--- src/pkg/psrc_pkg.sv ---
// package: register map, field layout and carrier types of the soft reset block
//
// Function
// RL1: writes to the core-units reset register change only bits enabled by capability word one.
// RL2: writes to the peripherals reset register change only bits enabled by capability word two.
// RL3: writes to the gpio-ports reset register change only bits enabled by capability word four.
// RL4: core-units register bit 3 resets the watchdog and bit 6 resets the power manager.
// RL5: peripherals register bits 24 and 25 reset analog comparators zero and one.
// RL6: peripherals register bits 16, 17 and 18 reset general-purpose timers zero, one and two.
// RL7: peripherals register bit 4 resets synchronous serial port zero.
// RL8: peripherals register bits 0 and 1 reset uart units zero and one.
// RL9: gpio-ports register bits 0 to 7 reset gpio ports a to h, port h at bit 7.
// RL10: reserved bits are read-only, read as zero, and software preserves them.
// RL11: every implemented bit clears on system reset and holds its unit in reset while set.
// RL12: reads return the current value of every implemented reset control bit.
package psrc_pkg;

  // ---------------------------------------------------------------
  // register offsets (byte addresses)
  // ---------------------------------------------------------------
  localparam logic [11:0] PSRC_OFS_CORE = 12'h040;
  localparam logic [11:0] PSRC_OFS_PERIPH = 12'h044;
  localparam logic [11:0] PSRC_OFS_GPIO = 12'h048;
  localparam int PSRC_ADDR_W = 12;

  // ---------------------------------------------------------------
  // field positions
  // ---------------------------------------------------------------
  localparam int PSRC_BIT_WATCHDOG = 3;
  localparam int PSRC_BIT_POWER_MGR = 6;
  localparam int PSRC_BIT_UART_UNIT_ZERO_RESET_BIT = 0;
  localparam int PSRC_BIT_UART_UNIT_ONE_RESET_BIT = 1;
  localparam int PSRC_BIT_SYNC_SERIAL_ZERO_RESET_BIT = 4;
  localparam int PSRC_BIT_GP_COUNTER_ZERO_RESET_BIT = 16;
  localparam int PSRC_BIT_GP_COUNTER_ONE_RESET_BIT = 17;
  localparam int PSRC_BIT_GP_COUNTER_TWO_RESET_BIT = 18;
  localparam int PSRC_BIT_COMPARATOR_ZERO_RESET_BIT = 24;
  localparam int PSRC_BIT_COMPARATOR_ONE_RESET_BIT = 25;
  localparam int PSRC_GPIO_PORTS = 8;

  // implemented (writable) bits of each register; all others reserved
  localparam logic [31:0] PSRC_IMPL_CORE = 32'h0000_0048;
  localparam logic [31:0] PSRC_IMPL_PERIPH = 32'h0307_0013;
  localparam logic [31:0] PSRC_IMPL_GPIO = 32'h0000_00FF;
  localparam logic [31:0] PSRC_RESET_VAL = 32'h0000_0000;

  // ---------------------------------------------------------------
  // ahb-lite encodings
  // ---------------------------------------------------------------
  localparam logic [1:0] PSRC_HTRANS_NONSEQ = 2'h2;
  localparam logic [1:0] PSRC_HTRANS_SEQ = 2'h3;
  localparam logic [2:0] PSRC_HSIZE_WORD = 3'h2;
  localparam logic PSRC_HRESP_OKAY = 1'b0;

  // ---------------------------------------------------------------
  // carrier types
  // ---------------------------------------------------------------
  typedef struct packed {
    logic [1:0] htrans;
    logic [PSRC_ADDR_W-1:0] haddr;
    logic hwrite;
    logic [2:0] hsize;
    logic hsel;
  } psrc_ahb_req_t;

  typedef struct packed {
    logic power_mgr;
    logic watchdog;
  } psrc_core_rst_t;

  typedef struct packed {
    logic comparator_one_reset_bit;
    logic comparator_zero_reset_bit;
    logic gp_counter_two_reset_bit;
    logic gp_counter_one_reset_bit;
    logic gp_counter_zero_reset_bit;
    logic sync_serial_zero_reset_bit;
    logic uart_unit_one_reset_bit;
    logic uart_unit_zero_reset_bit;
  } psrc_periph_rst_t;

endpackage

--- src/hw/psrc_top.sv ---
// soft reset controller: three masked reset registers on an ahb-lite slave
`timescale 1ns/1ps
`default_nettype none
module psrc_top (
  // clock and reset
  input wire logic clock,
  input wire logic rst_b,
  // ahb-lite slave
  input wire logic hsel,
  input wire logic [psrc_pkg::PSRC_ADDR_W-1:0] haddr,
  input wire logic [1:0] htrans,
  input wire logic hwrite,
  input wire logic [2:0] hsize,
  input wire logic [31:0] hwdata,
  input wire logic hready,
  output logic [31:0] hrdata,
  output logic hreadyout,
  output logic hresp,
  // capability words, static from the device configuration
  input wire logic [31:0] capability_word_one,
  input wire logic [31:0] capability_word_two,
  input wire logic [31:0] capability_word_four,
  // unit resets, high holds the unit in reset
  output psrc_pkg::psrc_core_rst_t core_rst,
  output psrc_pkg::psrc_periph_rst_t periph_rst,
  output logic [psrc_pkg::PSRC_GPIO_PORTS-1:0] gpio_port_rst
);
  import psrc_pkg::*;

  // ---------------------------------------------------------------
  // bus front end
  // ---------------------------------------------------------------
  psrc_ahb_req_t req;
  wire logic wr_pend;
  wire logic rd_pend;
  wire logic [PSRC_ADDR_W-1:0] addr_q;

  assign req = '{htrans: htrans, haddr: haddr, hwrite: hwrite, hsize: hsize, hsel: hsel};

  psrc_ahb_slave u_slave (
    .clock(clock),
    .rst_b(rst_b),
    .req(req),
    .hready(hready),
    .wr_pend(wr_pend),
    .rd_pend(rd_pend),
    .addr_q(addr_q)
  );

  // ---------------------------------------------------------------
  // register decode
  // ---------------------------------------------------------------
  wire logic hit_core;
  wire logic hit_periph;
  wire logic hit_gpio;
  assign hit_core = addr_q == PSRC_OFS_CORE;
  assign hit_periph = addr_q == PSRC_OFS_PERIPH;
  assign hit_gpio = addr_q == PSRC_OFS_GPIO;

  wire logic [31:0] core_val;
  wire logic [31:0] periph_val;
  wire logic [31:0] gpio_val;

  psrc_mask_reg #(.IMPL(PSRC_IMPL_CORE)) u_core (
    .clock(clock),
    .rst_b(rst_b),
    .we(wr_pend && hit_core),
    .wdata(hwdata),
    .cap(capability_word_one), // RL1
    .value(core_val)
  );

  psrc_mask_reg #(.IMPL(PSRC_IMPL_PERIPH)) u_periph (
    .clock(clock),
    .rst_b(rst_b),
    .we(wr_pend && hit_periph),
    .wdata(hwdata),
    .cap(capability_word_two), // RL2
    .value(periph_val)
  );

  psrc_mask_reg #(.IMPL(PSRC_IMPL_GPIO)) u_gpio (
    .clock(clock),
    .rst_b(rst_b),
    .we(wr_pend && hit_gpio),
    .wdata(hwdata),
    .cap(capability_word_four), // RL3
    .value(gpio_val)
  );

  // ---------------------------------------------------------------
  // read data: registered in the address phase's following edge
  // ---------------------------------------------------------------
  // read mux looks at the live address so data is ready in the data phase
  wire logic rd_go;
  wire logic [31:0] rd_mux;
  assign rd_go = hsel && hready && !hwrite &&
    (htrans == PSRC_HTRANS_NONSEQ || htrans == PSRC_HTRANS_SEQ);
  // unmapped addresses and reserved bits read zero
  assign rd_mux = (haddr == PSRC_OFS_CORE) ? core_val : // RL12
    (haddr == PSRC_OFS_PERIPH) ? periph_val :
    (haddr == PSRC_OFS_GPIO) ? gpio_val : 32'h0000_0000; // RL10

  psrc_core_rst_t core_next;
  psrc_periph_rst_t periph_next;
  assign core_next = '{power_mgr: core_val[PSRC_BIT_POWER_MGR], // RL4
    watchdog: core_val[PSRC_BIT_WATCHDOG]};
  assign periph_next = '{comparator_one_reset_bit: periph_val[PSRC_BIT_COMPARATOR_ONE_RESET_BIT], // RL5
    comparator_zero_reset_bit: periph_val[PSRC_BIT_COMPARATOR_ZERO_RESET_BIT],
    gp_counter_two_reset_bit: periph_val[PSRC_BIT_GP_COUNTER_TWO_RESET_BIT], // RL6
    gp_counter_one_reset_bit: periph_val[PSRC_BIT_GP_COUNTER_ONE_RESET_BIT],
    gp_counter_zero_reset_bit: periph_val[PSRC_BIT_GP_COUNTER_ZERO_RESET_BIT],
    sync_serial_zero_reset_bit: periph_val[PSRC_BIT_SYNC_SERIAL_ZERO_RESET_BIT], // RL7
    uart_unit_one_reset_bit: periph_val[PSRC_BIT_UART_UNIT_ONE_RESET_BIT], // RL8
    uart_unit_zero_reset_bit: periph_val[PSRC_BIT_UART_UNIT_ZERO_RESET_BIT]};

  // outputs lag the register by one edge so each comes from a flop
  always_ff @(posedge clock or negedge rst_b) begin
    if (!rst_b) begin
      hrdata <= 32'h0000_0000;
      hreadyout <= 1'b1;
      hresp <= PSRC_HRESP_OKAY;
      core_rst <= '0; // RL11
      periph_rst <= '0;
      gpio_port_rst <= '0;
    end else begin
      hrdata <= rd_go ? rd_mux : 32'h0000_0000;
      hreadyout <= 1'b1;
      hresp <= PSRC_HRESP_OKAY;
      core_rst <= core_next; // RL11
      periph_rst <= periph_next;
      gpio_port_rst <= gpio_val[PSRC_GPIO_PORTS-1:0]; // RL9
    end
  end
endmodule
`default_nettype wire

--- src/hw/psrc_ahb_slave.sv ---
// ahb-lite slave front end: captures the address phase of a transfer
`timescale 1ns/1ps
`default_nettype none
module psrc_ahb_slave (
  // clock and reset
  input wire logic clock,
  input wire logic rst_b,
  // ahb address phase
  input wire psrc_pkg::psrc_ahb_req_t req,
  input wire logic hready,
  // captured data phase
  output logic wr_pend,
  output logic rd_pend,
  output logic [psrc_pkg::PSRC_ADDR_W-1:0] addr_q
);
  import psrc_pkg::*;

  wire logic active;
  assign active = req.hsel && hready &&
    (req.htrans == PSRC_HTRANS_NONSEQ || req.htrans == PSRC_HTRANS_SEQ);

  // zero wait states: data phase always follows the next edge
  always_ff @(posedge clock or negedge rst_b) begin
    if (!rst_b) begin
      wr_pend <= 1'b0;
      rd_pend <= 1'b0;
      addr_q <= '0;
    end else begin
      wr_pend <= active && req.hwrite;
      rd_pend <= active && !req.hwrite;
      if (active) begin
        addr_q <= req.haddr;
      end
    end
  end
endmodule
`default_nettype wire

--- src/hw/psrc_mask_reg.sv ---
// one reset control register whose writes are masked by a capability word
`timescale 1ns/1ps
`default_nettype none
module psrc_mask_reg #(
  parameter logic [31:0] IMPL = 32'h0000_0000
) (
  // clock and reset
  input wire logic clock,
  input wire logic rst_b,
  // write port
  input wire logic we,
  input wire logic [31:0] wdata,
  input wire logic [31:0] cap,
  // state
  output logic [31:0] value
);
  import psrc_pkg::*;

  logic [31:0] value_reg;
  logic [31:0] value_next;
  wire logic [31:0] wmask;

  // absent units and reserved bits keep their value
  assign wmask = cap & IMPL; // RL1 RL2 RL3
  assign value_next = we ? ((value_reg & ~wmask) | (wdata & wmask)) : value_reg;
  assign value = value_reg & IMPL; // RL10

  always_ff @(posedge clock or negedge rst_b) begin
    if (!rst_b) begin
      value_reg <= PSRC_RESET_VAL; // RL11
    end else begin
      value_reg <= value_next;
    end
  end
endmodule
`default_nettype wire

--- config.mk ---
export PLATFORM = sky130hd
export DESIGN_NAME = psrc_top
export DESIGN_NICKNAME = d
export VERILOG_FILES = /design/src/pkg/psrc_pkg.sv /design/src/hw/psrc_top.sv /design/src/hw/psrc_ahb_slave.sv /design/src/hw/psrc_mask_reg.sv
export SDC_FILE = /design/constraint.sdc
export NUM_CORES = 1
export LEC_CHECK = 0
export BUFFER_PORTS_ARGS = -buffer_cell sky130_fd_sc_hd__clkbuf_2
export CORE_MARGIN = 10
export CORE_UTILIZATION = 52
export CTS_CLUSTER_SIZE = 24
export DETAILED_ROUTE_END_ITERATION = 8
export PLACE_DENSITY = 0.92
export SLEW_MARGIN = 40
export SYNTH_ARGS = -nofsm -noshare
export SYNTH_HDL_FRONTEND = slang
export SYNTH_HIERARCHICAL = 1
export SYNTH_SLANG_ARGS = --single-unit
--- constraint.sdc ---
create_clock -name clock -period 5.1 [get_ports clock]
set_input_delay 0.255 -clock clock [delete_from_list [all_inputs] [get_ports clock]]
set_output_delay 0.255 -clock clock [all_outputs]
set_load 0.05 [all_outputs]
==> impl_metrics.json <==
{
  "status": "finished, final reports clean",
  "maxCapViolCount": 0,
  "pin_count": 202,
  "port-buffer-count": 98,
  "area_growth_pct": 8.983,
  "grt_pass1_wl_mm": 14.90,
  "vias": 2671,
  "fp.dieW_um": 112.2,
  "fmax_mhz": 522.3,
  "power_mw": 1.233,
  "multi_input_area_um2": 1923,
  "ant_nets": 0,
  "r2r_setup_slack_ns": 3.19,
  "worstPathRequired_ns": 5.33,
  "hold_viol": 0,
  "grt_overflow": 0,
  "gp_congestion": 0.7478,
  "static-leakage-power_nw": 2.454,
  "clkLatencyLatePin_ns": 0.35,
  "period_needed_ns": 1.915,
  "grt_use_total": 0.1436,
  "seqCellArea_um2": 2027,
  "worstMarginPinSlew_ns": 0.7181,
  "drt_iter0_markers": 67,
  "ir_drop_mv": 0.1649,
  "min-delay-start": "hwrite",
  "first_pass_iters": 4,
  "antenna_found_initial": 0,
  "fillers": 722,
  "worst_hold_path.endpoint": "u_slave/wr_pend$_DFF_PN0_",
  "fin_nets": 617,
  "antenna_cells": 0,
  "grt_max_degree": 82,
  "die_h_um": 112.2,
  "row_count": 33,
  "dp_hpwl_mm": 6.426,
  "slew_headroom": 0.5213,
  "crit_fanout": 8,
  "p_int_mw": 0.9101,
  "post-place-cells": 560,
  "endpoint_kind": "flip-flop",
  "drv_slew": 0,
  "ys_warn_count": 6,
  "power.share.sequential": 0.546,
  "postCtsResizedCells": 0,
  "cts_made_buffers": 9,
  "hold_depth": 3,
  "grt_pass1_vias": 2970,
  "critical_path_class": "flip-flop to flip-flop",
  "wl_mm": 8.842,
  "start_kind": "flip-flop",
  "fin_cells": 577,
  "rsz0062_at_grt": "false",
  "htree_levels": 3,
  "skew_ns": 0.01309,
  "drive_above_1_share": 0.3877,
  "pwr-share-comb": 0.099,
  "post-route-drc-count": 0,
  "via_per_inst": 4.629,
  "cp.arrival_ns": 2.14,
  "p_clk_frac": 0.355,
  "clkTransAtPathRegs_ns": 0.09,
  "die-area_um2": 12580,
  "p_sw_frac": 0.2618,
  "finalSetupViolations": 0,
  "syn-cell-area_um2": 4415,
  "power_switching_mw": 0.3228,
  "hold_class": "input port to flip-flop",
  "reg2regPathDepth": 6,
  "root_buffer": "clkbuf_8",
  "start_util": 0.5347,
  "wl_per_cell_um": 15.32,
  "syn_area_per_cell_um2": 11.68,
  "tns_ns": 0,
  "clk_path_buf_depth": 2,
  "power_density_nw_per_um2": 256.2,
  "core_area_um2": 8258,
  "postSynthCellCount": 378,
  "cts_tree": "built",
  "r2r_start": "u_slave/addr_q[1]$_DFFE_PN0P_",
  "post_cts_buffers": 0,
  "finalCritPeriodShare": 0.3754,
  "clock_sinks": 81
}
[per-layer routing]
layer,global-route usage,routed length (um),vias to the layer above,part of all wire
li1,-,-,1290,-
met1,0.1617,3606,1299,0.41
met2,0.2422,4405,76,0.50
met3,0.06869,772,6,0.087
met4,0.03046,57,0,0.0064
met5,0,0,-,0
[worst max path at each step]
| stage | start | endpoint | cells past startpoint |
|---|---|---|---|
| 5_1_grt | haddr[4] | hrdata[2]$_DFF_PN0_ | 5 |
| 4_1_cts | haddr[2] | hrdata[6]$_DFF_PN0_ | 4 |
| 3_3_place_gp | haddr[2] | hrdata[19]$_DFF_PN0_ | 4 |
| 6_report | u_slave/addr_q[1]$_DFFE_PN0P_ | flip-flop | 6 |
| 2_1_floorplan | u_slave/addr_q[1]$_DFFE_PN0P_ | flip-flop | 6 |
| 3_5_place_dp | haddr[2] | hrdata[7]$_DFF_PN0_ | 4 |
[timing repair]
| item | 4_1_cts | 5_1_grt |
|---|---|---|
| hold endpoints to repair | 81 | 0 |
| setup endpoints to repair | 0 | 0 |
| hold buffers | 1 | 0 |
[worst max-delay path, cell delays in order (launching register included)]
cell	delay [ns]
dfrtp_1	0.40
nor4_1	0.35
nand3_1	0.18
nor3b_1	0.23
buf_4	0.23
nand2_1	0.10
mux2_4	0.30
[per-stage QoR]
| stage | setup slack, ns | instance area (um^2) | util | hold WS, ns |
|---|---|---|---|---|
| floorplan | 3.493 | 4697 | - | -0.04059 |
| global placement | 2.622 | 4607 | 0.5579 | 0.3853 |
| detailed placement | 2.640 | 4612 | 0.5585 | 0.3528 |
| CTS | 3.036 | 4810 | 0.5824 | 0.09317 |
| global route | 3.015 | 4812 | 0.5827 | 0.1054 |
| finish | 3.185 | 4812 | 0.5827 | 0.1164 |
[cell usage in the layout (no fill, tap or decap)]
cell           count
nand2_1           18
mux2_4            26
buf_4              5
dfrtp_1           81
clkinvlp_4         2
clkbuf_8          10
nor2b_1           32
nor4b_2            1
conb_1            80
nor4_4             1
nand3_2            1
and4b_1            1
nand3_1            1
inv_6              2
buf_6              1
nor3_1             2
or4_2              1
nand4_2            1
mux2_2             4
clkinv_4           2
dlygate4sd3_1      1
a2111oi_0          2
nor2_1            34
a2111oi_2         30
clkbuf_2          96
nor4bb_1           1
inv_1              1
nand2b_1          32
nor3b_1            2
nor4_1             1
[final cells by class]
type | count | share of cell area
Clock buffer | 10 | 0.02860
Clock inverter | 6 | 0.01040
Inverter | 1 | 0.0007800
Multi-Input combinational cell | 271 | 0.3996
Sequential cell | 81 | 0.4212
Tap cell | 105 | 0.02730
Timing Repair Buffer | 103 | 0.1121
[power by group through the flow]
stage,clock (mW),sequential [mW],combinational [mW]
after floorplan,0,0.683,0.121
after global placement,0,0.684,0.116
after detailed placement,0,0.686,0.122
after CTS,0.458,0.673,0.122
after global routing,0.483,0.677,0.137
final,0.438,0.673,0.122
Note: power is estimated with default switching activity, not from simulation.
